### src/rtl/eeprom_access_params.svh
// register map, field positions and timing constants of the eeprom access controller
//
// Contract
// - unused address high bits and control bits 7..6 always read zero
// - a 9-bit byte address spans two registers, bytes addressed linearly from zero
// - data register holds the byte to program, or receives the byte read
// - mode 00 erase+write 3.4ms, 01 erase 1.8ms, 10 write 1.8ms, 11 reserved
// - mode bits ignore writes while the write strobe is set
// - reset clears mode bits to 00 unless programming is still running
// - ready interrupt needs its enable and the global interrupt enable
// - ready interrupt asserted while strobe clear, never during programming; the code also holds it off while flash self-programming is active
// - write strobe starts programming only within four cycles of master enable
// - hardware clears master write enable four cycles after software sets it
// - no eeprom programming while flash self-programming is active
// - write strobe stays set during programming, hardware clears it when done
// - setting the write strobe stalls the cpu for two cycles
// - read strobe fetches the addressed byte into the data register at once
// - a read stalls the cpu for four cycles
// - while writing, reads are blocked and the address cannot change
// - programming time counted in calibrated rc oscillator cycles, 26368
// - a write under way at reset still completes
`ifndef EEPROM_ACCESS_PARAMS_SVH
`define EEPROM_ACCESS_PARAMS_SVH

`define EE_OFS_ADDR_LO   6'h21
`define EE_OFS_ADDR_HI   6'h22
`define EE_OFS_DATA      6'h23
`define EE_OFS_CTRL      6'h24

`define EE_BIT_READ      0
`define EE_BIT_WRITE     1
`define EE_BIT_MWE       2
`define EE_BIT_RIE       3
`define EE_BIT_MODE_LO   4
`define EE_BIT_MODE_HI   5

`define EE_MODE_ATOMIC   2'h0
`define EE_MODE_ERASE    2'h1
`define EE_MODE_WRITE    2'h2
`define EE_MODE_RSVD     2'h3
`define EE_RST_MODE      2'h0
`define EE_ERASED_BYTE   8'hff

`define EE_MWE_CYC       3'h4
`define EE_WR_STALL_CYC  3'h2
`define EE_RD_STALL_CYC  3'h4

`define EE_MCLK_NS       10
`define EE_T_ATOMIC_US   3400
`define EE_T_SPLIT_US    1800
`define EE_RC_WR_CYCLES  26368
`define EE_T_RC_WR_NS    3300000
`define EE_RC_DIV        ((`EE_T_RC_WR_NS / `EE_RC_WR_CYCLES) / `EE_MCLK_NS)
`define EE_SPLIT_TICKS   ((`EE_RC_WR_CYCLES * `EE_T_SPLIT_US) / `EE_T_ATOMIC_US)

`endif

### src/rtl/eeprom_access_pkg.sv
// types shared by the eeprom access controller
package eeprom_access_pkg;
  typedef logic [1:0] prog_mode_t;
  typedef enum logic {OP_IDLE, OP_PROG} op_state_t;
endpackage : eeprom_access_pkg

### src/rtl/eeprom_array.sv
// byte array standing in for the eeprom cells, registered read data
`timescale 1ns/1ps
`default_nettype none
module eeprom_array #(
  parameter int DEPTH  = 512,
  parameter int ADDR_W = 9
) (
  // clock
  input  wire logic              mclk,
  // access port
  input  wire logic              rd_en,
  input  wire logic              wr_en,
  input  wire logic [ADDR_W-1:0] addr,
  input  wire logic [7:0]        wdata,
  output logic      [7:0]        rdata_q
);
  logic [7:0] cells [DEPTH];

  always_ff @(posedge mclk) begin
    if (wr_en) begin
      cells[addr] <= wdata;
    end
  end

  always_ff @(posedge mclk) begin
    if (rd_en) begin
      rdata_q <= cells[addr];
    end
  end
endmodule : eeprom_array
`default_nettype wire

### src/rtl/eeprom_access_controller.sv
// eeprom access controller: i/o registers, write timing, cpu stall and ready request
`timescale 1ns/1ps
`default_nettype none
`include "eeprom_access_params.svh"
module eeprom_access_controller
  import eeprom_access_pkg::*;
#(
  parameter int DEPTH        = 512,
  parameter int ADDR_W       = 9,
  parameter int TICK_W       = 15,
  parameter int RC_DIV       = `EE_RC_DIV,
  parameter int ATOMIC_TICKS = `EE_RC_WR_CYCLES,
  parameter int SPLIT_TICKS  = `EE_SPLIT_TICKS
) (
  // clock and resets
  input  wire logic       mclk,
  input  wire logic       rst_n,
  input  wire logic       por_n,
  // cpu i/o space access
  input  wire logic [5:0] io_addr,
  input  wire logic       io_wr,
  input  wire logic       io_rd,
  input  wire logic [7:0] io_wdata,
  output logic      [7:0] io_rdata_q,
  // cpu side status
  input  wire logic       global_irq_enable,
  input  wire logic       flash_selfprog_active,
  output logic            cpu_stall,
  output logic            ready_irq_q
);
  localparam logic [ADDR_W-1:0] ADDR_MASK = ADDR_W'(DEPTH - 1);

  op_state_t         state_q;
  prog_mode_t        prog_mode_field_q;
  prog_mode_t        op_mode_q;
  logic              ready_irq_enable_q;
  logic [2:0]        mwe_cnt_q;
  logic [2:0]        stall_cnt_q;
  logic [ADDR_W-1:0] eeprom_byte_address_q;
  logic [ADDR_W-1:0] op_addr_q;
  logic [7:0]        eeprom_data_byte_q;
  logic [7:0]        op_data_q;
  logic [7:0]        old_byte_q;
  logic              old_pend_q;
  logic              rd_pend_q;
  logic [TICK_W-1:0] ticks_q;
  logic [7:0]        rc_div_q;
  logic              rc_tick;
  logic              ctrl_wr;
  logic              start;
  logic              rd_go;
  logic              commit;
  logic              busy;
  logic              master_write_enable;
  logic [7:0]        mem_rdata;
  logic [7:0]        mem_wdata;
  logic [ADDR_W-1:0] mem_addr;

  assign busy                = (state_q == OP_PROG);
  assign master_write_enable = (mwe_cnt_q != 3'h0);
  assign ctrl_wr             = io_wr && (io_addr == `EE_OFS_CTRL);
  // a strobe written without a live master enable, or against a busy array, is dropped
  assign start = ctrl_wr && io_wdata[`EE_BIT_WRITE] && master_write_enable
              && !busy && !flash_selfprog_active
              && (prog_mode_field_q != `EE_MODE_RSVD);
  assign rd_go  = ctrl_wr && io_wdata[`EE_BIT_READ] && !busy && !start;
  assign commit = busy && rc_tick && (ticks_q == '0);
  assign cpu_stall = (stall_cnt_q != 3'h0);

  // free running divider standing in for the calibrated rc oscillator
  assign rc_tick = (rc_div_q == 8'(RC_DIV - 1));
  always_ff @(posedge mclk) begin
    if (!por_n || rc_tick) begin
      rc_div_q <= 8'h00;
    end else begin
      rc_div_q <= rc_div_q + 8'h01;
    end
  end

  // programming sequencer; system reset does not abort a running write
  always_ff @(posedge mclk) begin
    if (!por_n) begin
      state_q   <= OP_IDLE;
      ticks_q   <= '0;
      op_mode_q <= `EE_MODE_ATOMIC;
      op_addr_q <= '0;
      op_data_q <= 8'h00;
    end else begin
      case (state_q)
        OP_IDLE: begin
          if (start && rst_n) begin
            state_q   <= OP_PROG;
            op_mode_q <= prog_mode_field_q;
            op_addr_q <= eeprom_byte_address_q;
            op_data_q <= eeprom_data_byte_q;
            if (prog_mode_field_q == `EE_MODE_ATOMIC) begin
              ticks_q <= TICK_W'(ATOMIC_TICKS - 1);
            end else begin
              ticks_q <= TICK_W'(SPLIT_TICKS - 1);
            end
          end
        end
        OP_PROG: begin
          if (commit) begin
            state_q <= OP_IDLE;
          end else if (rc_tick) begin
            ticks_q <= ticks_q - TICK_W'(1);
          end
        end
        default: state_q <= OP_IDLE;
      endcase
    end
  end

  // old contents are needed for write-only mode, which can only clear bits
  always_ff @(posedge mclk) begin
    if (!por_n) begin
      old_pend_q <= 1'b0;
      old_byte_q <= 8'h00;
    end else begin
      old_pend_q <= start && rst_n;
      if (old_pend_q) begin
        old_byte_q <= mem_rdata;
      end
    end
  end

  always_comb begin
    mem_wdata = op_data_q;
    if (op_mode_q == `EE_MODE_ERASE) begin
      mem_wdata = `EE_ERASED_BYTE;
    end else if (op_mode_q == `EE_MODE_WRITE) begin
      mem_wdata = old_byte_q & op_data_q;
    end
  end
  assign mem_addr = busy ? op_addr_q : eeprom_byte_address_q;

  eeprom_array #(
    .DEPTH  (DEPTH),
    .ADDR_W (ADDR_W)
  ) i_eeprom_array (
    .mclk    (mclk),
    .rd_en   ((rd_go || start) && rst_n),
    .wr_en   (commit),
    .addr    (mem_addr),
    .wdata   (mem_wdata),
    .rdata_q (mem_rdata)
  );

  // mode bits hold through a system reset that lands during programming; power-on reset clears them
  always_ff @(posedge mclk) begin
    if (!por_n || (!rst_n && !busy)) begin
      prog_mode_field_q <= `EE_RST_MODE;
    end else if (rst_n && ctrl_wr && !busy) begin
      prog_mode_field_q <= io_wdata[`EE_BIT_MODE_HI:`EE_BIT_MODE_LO];
    end
  end

  always_ff @(posedge mclk) begin
    if (!por_n || !rst_n) begin
      ready_irq_enable_q <= 1'b0;
      mwe_cnt_q          <= 3'h0;
    end else begin
      if (ctrl_wr) begin
        ready_irq_enable_q <= io_wdata[`EE_BIT_RIE];
      end
      if (ctrl_wr && io_wdata[`EE_BIT_MWE]) begin
        mwe_cnt_q <= `EE_MWE_CYC;
      end else if (master_write_enable) begin
        mwe_cnt_q <= mwe_cnt_q - 3'h1;
      end
    end
  end

  always_ff @(posedge mclk) begin
    if (!por_n || !rst_n) begin
      stall_cnt_q <= 3'h0;
    end else if (start) begin
      stall_cnt_q <= `EE_WR_STALL_CYC;
    end else if (rd_go) begin
      stall_cnt_q <= `EE_RD_STALL_CYC;
    end else if (cpu_stall) begin
      stall_cnt_q <= stall_cnt_q - 3'h1;
    end
  end

  // address: cleared to zero by power-on reset only, kept through system reset; frozen while busy
  always_ff @(posedge mclk) begin
    if (!por_n) begin
      eeprom_byte_address_q <= '0;
    end else if (io_wr && !busy) begin
      if (io_addr == `EE_OFS_ADDR_LO) begin
        eeprom_byte_address_q[7:0] <= io_wdata & ADDR_MASK[7:0];
      end else if (io_addr == `EE_OFS_ADDR_HI) begin
        eeprom_byte_address_q[ADDR_W-1:8] <= io_wdata[ADDR_W-9:0] & ADDR_MASK[ADDR_W-1:8];
      end
    end
  end

  // fetched byte lands two edges after the strobe, well inside the stall
  always_ff @(posedge mclk) begin
    if (!por_n) begin
      rd_pend_q          <= 1'b0;
      eeprom_data_byte_q <= 8'h00;
    end else begin
      rd_pend_q <= rd_go && rst_n;
      if (rd_pend_q) begin
        eeprom_data_byte_q <= mem_rdata;
      end else if (io_wr && (io_addr == `EE_OFS_DATA)) begin
        eeprom_data_byte_q <= io_wdata;
      end
    end
  end

  always_ff @(posedge mclk) begin
    if (!por_n || !rst_n) begin
      io_rdata_q <= 8'h00;
    end else if (io_rd) begin
      if (io_addr == `EE_OFS_ADDR_LO) begin
        io_rdata_q <= eeprom_byte_address_q[7:0];
      end else if (io_addr == `EE_OFS_ADDR_HI) begin
        io_rdata_q <= 8'(eeprom_byte_address_q[ADDR_W-1:8]);
      end else if (io_addr == `EE_OFS_DATA) begin
        io_rdata_q <= eeprom_data_byte_q;
      end else if (io_addr == `EE_OFS_CTRL) begin
        io_rdata_q <= {2'b00, prog_mode_field_q, ready_irq_enable_q,
                       master_write_enable, busy, 1'b0};
      end else begin
        io_rdata_q <= 8'h00;
      end
    end
  end

  // level request, held while both enables are set, the array is idle and flash self-programming is not active
  always_ff @(posedge mclk) begin
    if (!por_n || !rst_n) begin
      ready_irq_q <= 1'b0;
    end else begin
      ready_irq_q <= ready_irq_enable_q && global_irq_enable
                  && !busy && !start && !flash_selfprog_active;
    end
  end
endmodule : eeprom_access_controller
`default_nettype wire

### config.mk
export PLATFORM = sky130hd
export DESIGN_NAME = eeprom_access_controller
export DESIGN_NICKNAME = d
export VERILOG_FILES = /design/src/rtl/eeprom_access_pkg.sv /design/src/rtl/eeprom_array.sv /design/src/rtl/eeprom_access_controller.sv
export VERILOG_INCLUDE_DIRS = /design/src /design/src/rtl
export SDC_FILE = /design/constraint.sdc
export NUM_CORES = 2
export LEC_CHECK = 0
export BUFFER_PORTS_ARGS = -buffer_cell sky130_fd_sc_hd__clkbuf_2
export CAP_MARGIN = 20
export CORE_AREA = 2 2 563 565
export CTS_BUF_LIST = sky130_fd_sc_hd__clkbuf_8
export CTS_CLUSTER_SIZE = 30
export DETAILED_ROUTE_END_ITERATION = 8
export DIE_AREA = 0 0 565 567
export PLACE_DENSITY = 0.66
export SETUP_SLACK_MARGIN = 0.2
export SLEW_MARGIN = 10
export SYNTH_ARGS = -nofsm -noshare
export SYNTH_HDL_FRONTEND = slang
export SYNTH_SLANG_ARGS = --single-unit
### constraint.sdc
create_clock -name mclk -period 24.7 [get_ports mclk]
set_input_delay 4.94 -clock mclk [delete_from_list [all_inputs] [get_ports mclk]]
set_output_delay 4.94 -clock mclk [all_outputs]
set_load 0.02 [all_outputs]
==> metrics <==
synthesized area 163,000 um2; slowest stage cell, crit path o41ai_1; hold path startpoint ticks_q[6]; final hold vios 0; critical-path cell list mux2_8 > buf_4 > buf_4 > buf_12 > mux2i_1 > o22ai_1 > o41ai_1 > nand4_1 > a22oi_1 > nand4_1; final setup margin 17.15 ns; reg2reg end i_eeprom_array.rdata_q[7]; RD Place Congestion 0.857; Sink Count 4,192; leakage 47.2 nW; row cnt 206; synth warn 0; FF-to-FF setup slack 17.15 ns; vias per cell 6.14; Core ar. 314,000 um2; post-CTS resize count 0; worst rel slew slack 9.67%; reg2reg path depth 10; library cells used by synthesis 56; WHS Path Cells 2; slowest stage delay, CP 1.00 ns; Worst Tran Pin Value 1.35 ns; syn_area_per_cell 16.9 um2; antenna violations before repair 21; drt total wl 414 mm; Synth Register Bits 4,192; num ports 31; outcome completed; max cap viols 0; CP required 25.56 ns; ys async rst share 0%; Tot GR Track Use 25.4%; height of the chip 567 um; Die Area 320,000 um2; RR Startpoint eeprom_byte_address_q[0]; pin count of the biggest net entering global routing 207; first-pass GRT wire length 598 mm; CP Capture Type flip-flop; Worst-path clk slew 0.07 ns; Mapped Cells 9,613; H-tree levels 6; Max Root-Sink Buffers 4; Final Core Density 56.8%; DR iter-0 viols 10,451; Fin Clk Skew 0.0853 ns; Synth Net Count 9,641; layout cells sized above 1 10.0%; hold worst-path end ticks_q[6]; maximum VDD drop 55.2 uV; Setup Buffers After CTS 0; Layout Nets 9,874; DRC Markers 0; fin crit share 30.6%; EDFF count, synth 4,104; cell class contributing the biggest share of worst-path delay buffers and inverters; sequential share of the synthesized area 76.9%; pre-CTS setup slack 16.76 ns; kind of critical path flip-flop to flip-flop; Root Driver clkbuf_8; crit path buf inv count 3; Startpoint Class flip-flop; drt wl/cell 28.5 um; maximum achievable frequency 133 MHz; via count of the routed design 89,172; detailed-router iteration count before antenna repair 6; pwr dens 72.8 nW/um2; ys flop type edfxtp_1; Hold WS 0.470 ns; crit-path max FO 132; starting density of the core 51.8%; crit path DAT 8.41 ns; TNS Setup 0 ns; hold buffer count at CTS 0; DP Area 167,000 um2; TritonCTS buffer count 648; clk_lat worst skew 1.23 ns; die width 565 um; unrepaired setup endpoints after global routing no; Post-DP HPWL 232 mm; PortBufs 30; setup violators final 0; Post-DRT Antenna Nets 0; Tmin final 7.55 ns; worst hold path class flip-flop to flip-flop; CTS tree built; final instance area 178,000 um2; Remaining Overflow, GRT 0; area grow syn2layout 9.73%; Final Max Tran Viols 0; number of global-route vias before repair 87,202
-- report_power, final --
group | leakage (nW) | internal (W) | switching, W
Combinational | 11.6 | 0.0000182 | 0.0000365
Clock | 6.64 | 0.00261 | 0.00264
Sequential | 29.0 | 0.00769 | 0.000000957
-- cell usage in the layout, fill, tap and decap left out, drive strengths merged, types with 27 or more instances in the layout --
| cell | count |
|---|---|
| o41ai | 80 |
| mux2i | 1889 |
| inv | 243 |
| edfxtp | 4104 |
| nand4 | 29 |
| nand2 | 502 |
| clkinv | 219 |
| dfxtp | 88 |
| or4 | 34 |
| nor4 | 181 |
| o22ai | 1016 |
| nor2 | 568 |
| clkbuf | 698 |
| diode | 31 |
| o21ai | 73 |
| a21boi | 27 |
| buf | 169 |
| a21oi | 213 |
-- worst max path at each step --
stage,to,from,cells past startpoint,slack [ns]
floorplan,i_eeprom_array.cells[0][0],op_mode_q[0],3,7.36
detailed placement,ticks_q[13],io_addr[4],9,16.76
global route,i_eeprom_array.rdata_q[4],eeprom_byte_address_q[0],11,16.94
finish,i_eeprom_array.rdata_q[7],eeprom_byte_address_q[0],10,17.15
CTS,cpu_stall,stall_cnt_q[0],5,17.23
global placement,ticks_q[9],io_addr[4],9,16.81
-- routing by layer --
layer	part of all wire [%]	vias up	global-route usage, %
met5	0.080	-	0
met4	3.5	8	9.57
met3	8.9	715	4.92
met2	47	4331	39.4
met1	40	45355	35.6
li1	-	38763	-
-- through the flow --
step	total power, W	std cells
floorplan	0.00787	9613
global placement	0.00789	13345
detailed placement	0.00789	13350
CTS	0.0131	14491
global route	0.0134	14524
finish	0.0130	14528
-- Yosys cell counts, drive strengths merged, types with 7 or more instances --
master / number / share of area, %
xnor2: 8 / 0.043
or2: 7 / 0.027
a31oi: 8 / 0.031
and4: 7 / 0.038
edfxtp: 4104 / 76
a211oi: 7 / 0.032
a22oi: 15 / 0.069
o211a: 9 / 0.055
inv: 12 / 0.028
nand3: 15 / 0.046
nand4: 29 / 0.11
nand2: 502 / 1.2
mux2i: 1889 / 12
nor2b: 19 / 0.073
nor2: 568 / 1.3
dfxtp: 88 / 1.1
a21boi: 27 / 0.12
buf: 396 / 1.4
or4: 34 / 0.16
ha: 7 / 0.054
nor4: 181 / 0.70
a21oi: 213 / 0.66
o41ai: 80 / 0.43
nor3: 14 / 0.043
and2: 8 / 0.031
o21ai: 73 / 0.23
nor3b: 8 / 0.040
clkbuf: 222 / 0.51
xor2: 7 / 0.038
o22ai: 1016 / 3.9
-- state kept, by name, summed over array words and instances (netlist names), 8 cells and up --
signal                  count
eeprom_byte_address_q       9
op_data_q                   8
i_eeprom_array.cells     4096
old_byte_q                  8
ticks_q                    15
eeprom_data_byte_q          8
rc_div_q                    8
io_rdata_q                  8
i_eeprom_array.rdata_q      8
op_addr_q                   9
-- area by class of cell --
class / instances / area, um2
Clock inverter: 475 / 2360
Sequential cell: 4192 / 125000
Clock buffer: 666 / 9170
Multi-Input combinational cell: 4791 / 34900
Inverter: 12 / 45.0
Tap cell: 4160 / 5200
Timing Repair Buffer: 201 / 1700
Antenna cell: 31 / 77.6
Fill cell: 23863 / 135000
-- worst register-to-register path: stages, from the launching register on --
cell and delay [ns]:
dfxtp_1 0.49, mux2_8 0.68, buf_4 0.91, buf_4 0.96, buf_12 0.74, mux2i_1 0.54, o22ai_1 0.14, o41ai_1 1.00
nand4_1 0.81, a22oi_1 0.68, nand4_1 0.24
-- cell families (layout without fill, tap and decap cells) --
kind of cell / count (synthesis) / count (layout) / synth area share [%]
DFF: 4192 / 4192 / 76.9
xor gates and xnor gates: 15 / 15 / 0.0808
other: 0 / 31 / 0
muxes: 1893 / 1893 / 11.7
and+or+nand+nor: 1413 / 1413 / 3.83
adders and majority gates: 7 / 7 / 0.0538
buffers and inverters: 630 / 1354 / 1.91
AOI/OAI and AO/OA: 1463 / 1463 / 5.62
Note: power is estimated with default switching activity, not from simulation.
